[config.mk]
export PLATFORM = sky130hd
export DESIGN_NAME = down_event_counter
export DESIGN_NICKNAME = d
export VERILOG_FILES = /design/src/verilog/counter_pkg.sv /design/src/verilog/edge_if.sv /design/src/verilog/down_event_counter.sv /design/src/verilog/edge_qualifier.sv
export SDC_FILE = /design/constraint.sdc
export NUM_CORES = 1
export LEC_CHECK = 0
export BUFFER_PORTS_ARGS = -buffer_cell sky130_fd_sc_hd__buf_2
export CAP_MARGIN = 20
export CORE_MARGIN = 4
export CORE_UTILIZATION = 50
export DETAILED_ROUTE_END_ITERATION = 7
export PLACE_DENSITY = 0.73
export SLEW_MARGIN = 20
export SYNTH_ARGS = -nofsm -noshare
export SYNTH_HDL_FRONTEND = slang
export SYNTH_SLANG_ARGS = --single-unit
[constraint.sdc]
create_clock -name clk -period 2.9 [get_ports clk]
set_input_delay 0.725 -clock clk [delete_from_list [all_inputs] [get_ports clk]]
set_output_delay 0.725 -clock clk [all_outputs]
set_load 0.02 [all_outputs]
[src/verilog/counter_pkg.sv]
// Shared constants and types for the event counter.
// Assumes one 25 MHz clock and an APB register bus.
package counter_pkg;

    // ----------------------------------------
    // Count range
    // ----------------------------------------
    localparam int CNT_W = 14;                     // Count width
    typedef logic [CNT_W-1:0] count_type;          // Count value
    localparam count_type COUNT_ZERO = 14'h0000;   // Bottom of range
    localparam count_type COUNT_MAX  = 14'h270F;   // Top of range
    localparam count_type COUNT_ONE  = 14'h0001;   // Step size
    localparam count_type LOAD_RST   = 14'h0000;   // Load value at reset
    localparam count_type TARGET_RST = 14'h0000;   // Target at reset
    localparam logic [31:0] COUNT_MAX_W = 32'h0000270F; // Range top, wide

    // ----------------------------------------
    // Edge selections
    // ----------------------------------------
    typedef logic [1:0] edge_type;                 // Edge selector
    localparam edge_type EDGE_BOTH = 2'h0;         // Both transitions
    localparam edge_type EDGE_RISE = 2'h1;         // Off to on
    localparam edge_type EDGE_FALL = 2'h2;         // On to off

    // ----------------------------------------
    // APB register map
    // ----------------------------------------
    localparam int ADDR_W = 12;                    // Byte address width
    localparam logic [11:0] CTRL_OFF   = 12'h000;  // Control
    localparam logic [11:0] TARGET_OFF = 12'h004;  // Target value
    localparam logic [11:0] LOAD_OFF   = 12'h008;  // Load value
    localparam logic [11:0] STATUS_OFF = 12'h00C;  // Count and flags

    // ----------------------------------------
    // Control fields
    // ----------------------------------------
    localparam int CTRL_W         = 5;             // Control width
    localparam int CTRL_DOWN_BIT  = 0;             // 1 = count down
    localparam int CTRL_LATCH_BIT = 1;             // 1 = latch output
    localparam int CTRL_CEDGE_LSB = 2;             // Count edge, 2 bits
    localparam int CTRL_REDGE_BIT = 4;             // 1 = reload on rise
    localparam logic [4:0] CTRL_RST = 5'h11;       // Down, reload on rise

    // ----------------------------------------
    // Status fields
    // ----------------------------------------
    localparam int STAT_HIT_BIT  = 16;             // Target hit
    localparam int STAT_CERR_BIT = 17;             // Count input error
    localparam int STAT_RERR_BIT = 18;             // Reload input error

endpackage

[src/verilog/edge_if.sv]
// Carrier between the counter core and an edge qualifier.
// Assumes the input is already synchronous to clk.
interface edge_if;
    import counter_pkg::*;
    logic     sig;    // Sampled digital input
    edge_type mode;   // Which transitions qualify
    logic     pulse;  // One-cycle qualifying transition

    // Qualifier side
    modport qual (input sig, input mode, output pulse);
    // Core side
    modport user (output sig, output mode, input pulse);
endinterface

[src/verilog/down_event_counter.sv]
// Event counter with load, target and latching output, APB registers.
// Assumes synchronous inputs, each with an error flag on the same clock.
//
// Decided for this implementation: the register offsets and the APB interface to the registers.
module down_event_counter (
    input  wire logic                       clk,
    input  wire logic                       rst,
    input  wire logic [counter_pkg::ADDR_W-1:0] paddr,
    input  wire logic                       psel,
    input  wire logic                       penable,
    input  wire logic                       pwrite,
    input  wire logic [31:0]                pwdata,
    output logic [31:0]                     prdata,
    output logic                            pready,
    output logic                            pslverr,
    input  wire logic                       count_pulse_in,
    input  wire logic                       count_err_in,
    input  wire logic                       reload_in,
    input  wire logic                       reload_err_in,
    output logic                            target_hit
);
    import counter_pkg::*;

    // ----------------------------------------
    // Overview
    // ----------------------------------------
    // Two edge qualifiers, one per digital input
    // Each turns the chosen transition into a one-cycle pulse
    // At most one event per clock reaches the count
    // Reload beats a counting step in the same cycle
    // Each error flag gates only its own input
    // Both flags high: the count is frozen outright
    // Compare never looks at the error flags
    // Latch state tracks even while latching is off
    // Turning latching on can show an old hit at once
    // Output and read data straight from flip-flops
    // Four word registers, all in one aligned block
    // Slave never waits: one setup, one access cycle
    // Values above the range clip to its top

    // ----------------------------------------
    // Declarations
    // ----------------------------------------
    logic [CTRL_W-1:0] ctrl_r;      // Control register
    logic [CTRL_W-1:0] ctrl_nxt;
    count_type         target_r;    // Target value
    count_type         target_nxt;
    count_type         load_r;      // Load value
    count_type         load_nxt;
    count_type         count_r;     // Current count
    count_type         count_nxt;
    logic              latch_r;     // Latched hit
    logic              latch_nxt;
    logic              hit_r;       // Registered output
    logic              hit_nxt;
    logic [31:0]       prdata_r;    // Read data
    logic [31:0]       prdata_nxt;
    logic              cerr_r;      // Count error seen last cycle
    logic              cerr_nxt;
    logic              rerr_r;      // Reload error seen last cycle
    logic              rerr_nxt;

    logic              mode_down;   // Direction select
    logic              latch_en;    // Latching select
    edge_type          cnt_edge;    // Count edge select
    edge_type          rld_edge;    // Reload edge select
    logic              step_ok;     // Counting step taken
    logic              reload_ok;   // Reload taken
    logic              eq_nxt;      // Next count equals next target
    logic              addr_ok;     // Address is mapped
    logic              wr_acc;      // Write access phase
    logic              rd_setup;    // Read setup phase

    // ----------------------------------------
    // Edge qualifiers
    // ----------------------------------------
    edge_if cnt_if ();              // Count input link
    edge_if rld_if ();              // Reload input link

    // Feed the qualifiers
    // Edge selects follow the control register at once
    always_comb begin
        cnt_if.sig  = count_pulse_in;
        cnt_if.mode = cnt_edge;
        rld_if.sig  = reload_in;
        rld_if.mode = rld_edge;
    end

    // Count input qualifier
    // Disarmed for one edge after reset, so no false edge
    edge_qualifier u_cnt_edge (
        .clk (clk),
        .rst (rst),
        .e   (cnt_if)
    );

    // Reload input qualifier
    edge_qualifier u_rld_edge (
        .clk (clk),
        .rst (rst),
        .e   (rld_if)
    );

    // ----------------------------------------
    // Helpers
    // ----------------------------------------

    // Over-range writes clip to the top, never wrap
    // A stray large write then stays far from zero
    // Limit a written value to the count range
    function automatic count_type clip(input logic [31:0] v);
        if (v > COUNT_MAX_W) begin
            return COUNT_MAX;
        end
        return v[CNT_W-1:0];
    endfunction

    // One step with wrap at both ends
    // Down past zero lands on the top of the range
    // Up past the top lands on zero
    // The count can never leave the range
    function automatic count_type step(input count_type c,
                                       input logic down);
        if (down) begin
            if (c == COUNT_ZERO) begin
                return COUNT_MAX;
            end
            return c - COUNT_ONE;
        end
        if (c == COUNT_MAX) begin
            return COUNT_ZERO;
        end
        return c + COUNT_ONE;
    endfunction

    // ----------------------------------------
    // Control decode
    // ----------------------------------------

    // Split the control register into fields
    always_comb begin
        mode_down = ctrl_r[CTRL_DOWN_BIT];
        latch_en  = ctrl_r[CTRL_LATCH_BIT];
        cnt_edge  = ctrl_r[CTRL_CEDGE_LSB +: 2];
        // Count edge code 3 qualifies no transition at all
        // Reload edge: one bit maps to rise or fall
        // Both-edges reload is not offered
        if (ctrl_r[CTRL_REDGE_BIT]) begin
            rld_edge = EDGE_RISE;
        end else begin
            rld_edge = EDGE_FALL;
        end
    end

    // ----------------------------------------
    // APB slave
    // ----------------------------------------

    // Decode address and phases
    // No wait states: pready is tied high
    // Slave error only in the access phase of an unmapped word
    // Unaligned offsets count as unmapped
    always_comb begin
        addr_ok  = (paddr == CTRL_OFF) || (paddr == TARGET_OFF) ||
                   (paddr == LOAD_OFF) || (paddr == STATUS_OFF);
        wr_acc   = psel & penable & pwrite & addr_ok;
        rd_setup = psel & ~penable & ~pwrite;
        pready   = 1'b1;                    // Never waits
        pslverr  = psel & penable & ~addr_ok;
        prdata   = prdata_r;
    end

    // Register writes and read data capture
    always_comb begin
        ctrl_nxt   = ctrl_r;
        target_nxt = target_r;
        load_nxt   = load_r;
        prdata_nxt = prdata_r;
        // Writes land at the access phase
        if (wr_acc) begin
            unique case (paddr)
                CTRL_OFF:   ctrl_nxt   = pwdata[CTRL_W-1:0];
                TARGET_OFF: target_nxt = clip(pwdata);
                LOAD_OFF:   load_nxt   = clip(pwdata);
                default:    ;                // Status is read only
            endcase
        end
        // Read data prepared in the setup phase
        // Held in its flip-flop until the next read setup
        // Upper bits always read as zero
        if (rd_setup) begin
            prdata_nxt = 32'h00000000;
            unique case (paddr)
                CTRL_OFF:   prdata_nxt[CTRL_W-1:0] = ctrl_r;
                TARGET_OFF: prdata_nxt[CNT_W-1:0]  = target_r;
                LOAD_OFF:   prdata_nxt[CNT_W-1:0]  = load_r;
                STATUS_OFF: begin
                    prdata_nxt[CNT_W-1:0]       = count_r;
                    prdata_nxt[STAT_HIT_BIT]    = hit_r;
                    prdata_nxt[STAT_CERR_BIT]   = cerr_r;
                    prdata_nxt[STAT_RERR_BIT]   = rerr_r;
                end
                default:    ;                // Unmapped reads zero
            endcase
        end
    end

    // Register file update
    // Reset values come from the package
    always_ff @(posedge clk) begin
        if (rst) begin
            ctrl_r   <= CTRL_RST;
            target_r <= TARGET_RST;
            load_r   <= LOAD_RST;
            prdata_r <= 32'h00000000;
        end else begin
            ctrl_r   <= ctrl_nxt;
            target_r <= target_nxt;
            load_r   <= load_nxt;
            prdata_r <= prdata_nxt;
        end
    end

    // ----------------------------------------
    // Counter core
    // ----------------------------------------

    // Next count, latch and output
    always_comb begin
        // Error flags gate each input on its own
        // A refused edge is consumed, never replayed later
        // Error flags share the clock of their inputs
        step_ok   = cnt_if.pulse & ~count_err_in;
        reload_ok = rld_if.pulse & ~reload_err_in;
        cerr_nxt  = count_err_in;
        rerr_nxt  = reload_err_in;
        count_nxt = count_r;
        // Reload has priority over a step in the same cycle
        if (reload_ok) begin
            count_nxt = load_r;
        end else if (step_ok) begin
            count_nxt = step(count_r, mode_down);
        end
        // Compare ignores input errors entirely
        // Next count against next target: the output moves
        // on the same edge as the count or a target write
        eq_nxt = (count_nxt == target_nxt);
        // Latch clears on reload, sets on a match
        // A match in the reload cycle still sets it
        if (reload_ok) begin
            latch_nxt = eq_nxt;
        end else begin
            latch_nxt = latch_r | eq_nxt;
        end
        // Select latched or plain compare
        if (latch_en) begin
            hit_nxt = latch_nxt;
        end else begin
            hit_nxt = eq_nxt;
        end
    end

    // Counter registers
    // Power-up count is the reset load value
    // Hit starts high when reset load equals reset target
    // Error copies run one cycle late and are not sticky
    always_ff @(posedge clk) begin
        if (rst) begin
            count_r <= LOAD_RST;
            latch_r <= 1'b0;
            hit_r   <= (LOAD_RST == TARGET_RST);
            cerr_r  <= 1'b0;
            rerr_r  <= 1'b0;
        end else begin
            count_r <= count_nxt;
            latch_r <= latch_nxt;
            hit_r   <= hit_nxt;
            cerr_r  <= cerr_nxt;
            rerr_r  <= rerr_nxt;
        end
    end

    // Output straight from its flip-flop
    // No error state can ever reach the output
    always_comb begin
        target_hit = hit_r;
    end

endmodule

[src/verilog/edge_qualifier.sv]
// Edge qualifier for one digital input.
// Assumes the input is synchronous to clk; reset is synchronous.
module edge_qualifier (
    input  wire logic clk,
    input  wire logic rst,
    edge_if.qual      e
);
    import counter_pkg::*;

    // ----------------------------------------
    // State
    // ----------------------------------------
    logic prev_r;    // Last sampled level
    logic prev_nxt;
    logic armed_r;   // Blocks a false edge right after reset
    logic armed_nxt;
    logic rise;      // Off to on seen
    logic fall;      // On to off seen

    // Next state and pulse decode
    always_comb begin
        prev_nxt  = e.sig;
        armed_nxt = 1'b1;
        rise      = armed_r & e.sig & ~prev_r;
        fall      = armed_r & ~e.sig & prev_r;
        unique case (e.mode)
            EDGE_BOTH: e.pulse = rise | fall;
            EDGE_RISE: e.pulse = rise;
            EDGE_FALL: e.pulse = fall;
            default:   e.pulse = 1'b0;   // Unused code counts nothing
        endcase
    end

    // Register update
    always_ff @(posedge clk) begin
        if (rst) begin
            prev_r  <= 1'b0;
            armed_r <= 1'b0;
        end else begin
            prev_r  <= prev_nxt;
            armed_r <= armed_nxt;
        end
    end

endmodule
==> impl_metrics.csv, run 1 <==
group,metric,value,unit
routing,routed_via_density,6.14,
yosys,ys_ff_latch,71,
yosys,ys_types,66,
global_routing,grtUsageMet2,0.435,
pwr,power_density,472,nW/um^2
timing,fmax,360,MHz
worst_hold_path,min_path_type,"register to register",
yosys,ys_warn_count,0,
clocking,cts_sinks,71,
cells_and_area,diodes,0,
global_routing,grtUsageTotal,0.269,
global_routing,antenna_found_initial,0,
place,gp_congestion,1.04,
run,cap_violations,0,
yosys,ys_top_cells_by_area,"dfxtp_1 33%, nor2_1 4.9%, nor4_1 4.0%",
routing,drt-wirelength-per-cell,18.9,um
routing,route.vias.total,4580,
global_routing,grt_start_max_net_pins,63,
floorplanning,fp.dieH,101,um
clocking,clk_pin_slew,0.08,ns
outcome,status,"finished, final reports clean",
routing,drcViolationCount,0,
timing,slew_violations,0,
worst_setup_path,cp-start-kind,"primary input",
cells_and_area,seq_area,1420,um^2
cells_and_area,fin_nets,691,
timing,worst_hold_slack,0.461,ns
global_routing,use_met3,0.0484,
floorplanning,row_count,33,
pwr,max-vdd-ir-drop,0.000279,V
cells_and_area,multi_input_area,2730,um^2
yosys,synth_edf_count,0,
timing,fin_skew,0.00832,ns
routing,drt_iter0_drc,476,
worst_setup_path,criticalPathCategory,"primary input to register",
routing,wl,14100,um
place,dp_hpwl,10400,um
routing,dr.pass1.iters,5,
clocking,clockBufferDepth,2,
timing,setup_viol,0,
pwr,finalPower,2.57,mW
cells_and_area,drive_above_1_share,0.303,
yosys,yosysSeqAreaShare,0.328,
global_routing,grt_pass1_wl,21600,um
pwr,power.leakage,2.21,nW
yosys,yosys.area.top_type_share,0.328,
floorplanning,die_x,101,um
global_routing,grtUsageMet1,0.357,
clocking,holdBufCountCts,0,
timing,period_minus_slack,2.78,ns
routing,ant_nets,0,
floorplanning,ios,88,
worst_setup_path,crit_top_cell,"nor4_1",
worst_setup_path,arrival,3.03,ns
timing,hold_viol,0,
timing,max_slew_margin,0.545,
cells_and_area,nFillCells,730,
global_routing,first_global_vias,4368,
yosys,ys_async_sr_fraction,0,
yosys,synth_area,4330,um^2
worst_setup_path,crit_slowest_cell,"nor4_1",
worst_setup_path,slowest_delay,0.36,ns
clocking,tritoncts,"yes",
floorplanning,core_area,8340,um^2
yosys,syn_avg_cell_area,8.16,um^2
worst_setup_path,end_kind,"register",
global_routing,top_usage_layer,"met2",
yosys,synth_cells,531,
yosys,synth_ff_type,"dfxtp_1",
floorplanning,dieArea,10200,um^2
worst_setup_path,crit_chain,"buf_2, nor4_1, nand3_1, buf_4, nor4_1, mux2_2, xnor2_1, a2111oi_2, nand4_1, o41ai_2",
clocking,cts_buffers,9,
yosys,netlist.top_cell.by_area,"dfxtp_1",
worst_setup_path,crit_fanout,4,
clocking,cts_root_buffer,"clkbuf_8",
worst_setup_path,worstPathRequired,3.16,ns
place,port_buffers,71,
cells_and_area,area_growth,25.6,%
clocking,clk_latency,0.35,ns
cells_and_area,final_cell_mix,"71 x dfxtp_1, 71 x buf_2, 65 x buf_4",
global_routing,grt_overflow,0,
floorplanning,start_util,0.519,
timing,period_share,0.958,
clocking,cts_max_level,3,
timing,worst_pin_slew,0.683,ns
timing repair:
action / CTS / global route
gates resized for setup: 2 / 14
pin swaps: 0 / 1
buffers inserted: 0 / 2
setup endpoints to repair: 1 / 2
hold endpoints to repair: 0 / 0
sequential cells by signal, summed over array words and instances (netlist names), 5 cells and up:
name and cells:
target_r 14, count_r 14, prdata 17, ctrl_r 5, load_r 14
routing by layer:
| layer | up-vias | share of wire |
|---|---|---|
| li1 | 2140 | - |
| met1 | 2188 | 0.41 |
| met2 | 211 | 0.48 |
| met3 | 41 | 0.074 |
| met4 | 0 | 0.033 |
| met5 | - | 0 |
worst paths after layout:
check / startpoint / endpoint / slack (ns) / cells past startpoint
worst min-delay path: prdata[2] / prdata[2] / 0.46 / 2
worst max-delay path: pwdata[18] / latch_r / 0.12 / 10
worst min register to register: prdata[2] / prdata[2] / 0.46 / 2
worst max register to register: count_r[5] / latch_r / 0.14 / 10
stage by stage:
| step | setup slack (ns) | TNS (ns) | utilization | instance area, um^2 | instances |
|---|---|---|---|---|---|
| after global routing | -0.0393 | -0.0393 | 0.652 | 5440 | 746 |
| after floorplan | 0.00671 | 0 | - | 4400 | 545 |
| final | 0.122 | 0 | 0.652 | 5440 | 746 |
| after detailed placement | -0.168 | -0.263 | 0.610 | 5080 | 728 |
| after global placement | -0.0695 | -0.112 | 0.610 | 5080 | 728 |
| after CTS | 0.00590 | 0 | 0.640 | 5340 | 744 |
synthesized netlist by cell type, types with 13 or more instances:
library cell and n:
a21oi_1 19, buf_4 17, clkbuf_1 32, dfxtp_1 71, inv_1 13, nand2_1 41
nand3_1 18, nor2_1 56, nor3_1 15, nor4_1 28, o21ai_0 15, xnor2_1 15
kinds of logic after synthesis:
family,share of synthesized area
buffers and inverters,0.0806
multiplexers,0.0757
other,0.00173
XOR/XNOR,0.0384
adder cells (fa/ha/maj),0.00578
AO/OA/AOI/OAI,0.212
AND/OR/NAND/NOR,0.257
flip-flops,0.328
critical path, delay by kind of cell:
| kind | cells | cell delay, ns |
|---|---|---|
| AO/OA/AOI/OAI | 2 | 0.56 |
| buffers and inverters | 2 | 0.33 |
| XOR/XNOR | 1 | 0.08 |
| AND/OR/NAND/NOR | 4 | 1.08 |
| multiplexers | 1 | 0.26 |
power by group:
group	leakage (nW)	total, mW	internal (mW)	switching, mW
registers	0.576	1.01	0.995	0.0188
logic	1.51	0.583	0.253	0.330
clock network	0.123	0.971	0.574	0.397
total	2.21	2.57	1.82	0.746
layout make-up:
class | instances | area share
inverters | 14 | 0.00966
clock buffers | 9 | 0.0228
clock inverters | 7 | 0.0223
well taps | 105 | 0.0241
repair buffers | 137 | 0.159
flip-flops and latches | 71 | 0.261
multi-input cells | 403 | 0.501
Power figures use the tool's default switching activity.
==> run 2, diff against run 1 <==
==> constraint.sdc (replaced) <==
create_clock -name clk -period 2.9 [get_ports clk]
set_input_delay 0 -clock clk [delete_from_list [all_inputs] [get_ports clk]]
set_output_delay 0 -clock clk [all_outputs]
set_load 0.02 [all_outputs]
==> run 2 against run 1 <==
  * Worst setup slack improved by 0.00096 ns
  * Sequential cell count stayed put
  * Combinational power is 8.7% lower
  * Clock-buffer cell count increased by 1
  * Power fell by 6.7%
  * Fmax hardly changed
  * Critical endpoint is now target_hit
  * Largest cell class unchanged
==> impl_metrics.csv, run 2 (synthesis gave the netlist of run 1 again) <==
group,metric,value,unit
outcome,status,"finished, final reports clean",
cells_and_area,multi_input_area,2650,um^2
cells_and_area,nFillCells,756,
clocking,clockBufferDepth,2,
worst_hold_path,min_path_type,"primary input to register",
global_routing,grt_pass1_wl,21700,um
cells_and_area,largest_register_ff_count,17,
worst_setup_path,arrival,3.05,ns
routing,wl_met2,6750,um
global_routing,grt_overflow,0,
cells_and_area,final_cell_mix,"71 x buf_2, 70 x dfxtp_1, 56 x nor2_1",
floorplanning,core_area,8340,um^2
clocking,cts_max_level,3,
clocking,clk_latency,0.35,ns
pwr,max-vdd-ir-drop,0.000344,V
place,port_buffers,71,
cells_and_area,finalInstanceArea,5220,um^2
worst_setup_path,end_kind,"register",
pwr,power.leakage,2.09,nW
worst_setup_path,ff2ff_path_depth,11,
worst_setup_path,rr_endpoint,"target_hit",
worst_setup_path,r2r-start,"count_r[0]",
worst_hold_path,worstHoldStart,"pwdata[12]",
routing,dr.pass1.iters,5,
cells_and_area,area_growth,20.6,%
timing,slew_violations,0,
routing,wl_met3,895,um
routing,drcViolationCount,0,
clocking,cts_buffers,9,
timing,rsz0062_at_grt,"no",
floorplanning,die_x,101,um
cells_and_area,drive_above_1_share,0.256,
routing,drt-wirelength-per-cell,18.9,um
timing,worst_pin_slew,0.845,ns
routing,topRoutingLayerUsed,"met4",
timing,hold_viol,0,
routing,wl_met1,5710,um
cells_and_area,fin_nets,675,
timing,period_minus_slack,2.78,ns
global_routing,antenna_found_initial,0,
floorplanning,start_util,0.519,
clocking,cts_root_buffer,"clkbuf_8",
pwr,power_density,459,nW/um^2
timing,tns,0,ns
worst_hold_path,holdPathStages,5,
cells_and_area,diodes,0,
routing,route.vias.total,4445,
worst_setup_path,criticalPathCategory,"register to register",
global_routing,first_global_vias,4266,
cells_and_area,seq_area,1420,um^2
global_routing,grt_start_max_net_pins,63,
timing,fin_skew,0.0122,ns
worst_setup_path,cp-start-kind,"register",
timing,setup_viol,0,
routing,routed_via_density,6.09,
floorplanning,fp.dieH,101,um
run,cap_violations,0,
place,dp_hpwl,10300,um
floorplanning,row_count,33,
worst_setup_path,rrSetupSlack,0.12,ns
timing,max_slew_margin,0.436,
timing,period_share,0.957,
routing,ant_nets,0,
routing,drt_iter0_drc,347,
place,gp_congestion,0.901,
clocking,cts_sinks,71,
global_routing,grtUsageTotal,0.270,
worst_setup_path,crit_fanout,7,
clocking,tritoncts,"yes",
routing,wl,13800,um
timing,fmax,360,MHz
worst_setup_path,worstPathRequired,3.17,ns
worst_hold_path,whs_endpoint,"load_r[12]",
floorplanning,dieArea,10200,um^2
place,placed_cell_area,4830,um^2
cells_and_area,final_common_cell,"buf_2",
floorplanning,ios,88,
clocking,clk_pin_slew,0.09,ns
## run 2: cell types whose count changed in the layout (fill, tap and decap cells not counted), moves of 2 or more
cell,previous run,this run
nor4_1,19,26
bufinv_16,3,1
buf_4,65,39
dlygate4sd3_1,0,11
nor4_2,9,3
## run 2: per-stage QoR
step                      std cells  setup WS (ns)  power (mW)   util  hold WS (ns)
after floorplan                 545          0.105        1.40      -         0.128
after global placement          698          0.155        1.55  0.579         0.238
after detailed placement        698         0.0605        1.55  0.579         0.254
after CTS                       725         0.0264        2.38  0.617        0.0187
after global routing            730         0.0184        2.49  0.626        0.0482
final                           730          0.123        2.40  0.626        0.0319
## run 2: layout make-up
type                            instances  share of cell area
Sequential cell                        71               0.272
Clock inverter                          6              0.0132
Timing Repair Buffer                  121               0.145
Tap cell                              105              0.0251
Inverter                               14              0.0101
Multi-Input combinational cell        403               0.508
Clock buffer                           10              0.0263
## run 2: what timing repair did
action / 4_1_cts / 5_1_grt
endpoints found under the hold margin: 11 / 0
resized for setup: 0 / 9
setup buffers: 0 / 5
hold buffers: 11 / 0
setup endpoints to repair: 0 / 2
## run 2: routing by layer
layer,vias up,global-route usage
li1,2107,-
met1,2095,0.346
met2,207,0.458
met3,36,0.0436
met4,0,0.0941
met5,-,0
## run 2: worst max-delay path by stage
stage,startpoint,endpoint,cells after the start
floorplan,count_r[6],latch_r,10
global placement,count_r[1],latch_r,11
detailed placement,count_r[1],latch_r,10
CTS,count_r[1],latch_r,10
global route,count_r[0],latch_r,11
finish,count_r[0],target_hit,11
## run 2: where the power goes
part           switching [mW]  internal, mW  leakage, nW
clock                   0.402         0.425        0.103
sequential             0.0405         0.995        0.576
combinational           0.294         0.239         1.41
total                   0.736          1.66         2.09
## run 2: worst max-delay path, stage by stage (launching register included)
cell	delay (ns)
dfxtp_1	0.32
buf_4	0.15
ha_1	0.24
and3_1	0.22
buf_4	0.16
a41o_1	0.22
o221a_2	0.24
o21ai_2	0.18
mux2_4	0.32
a211oi_2	0.21
nand4_1	0.16
o31ai_1	0.25
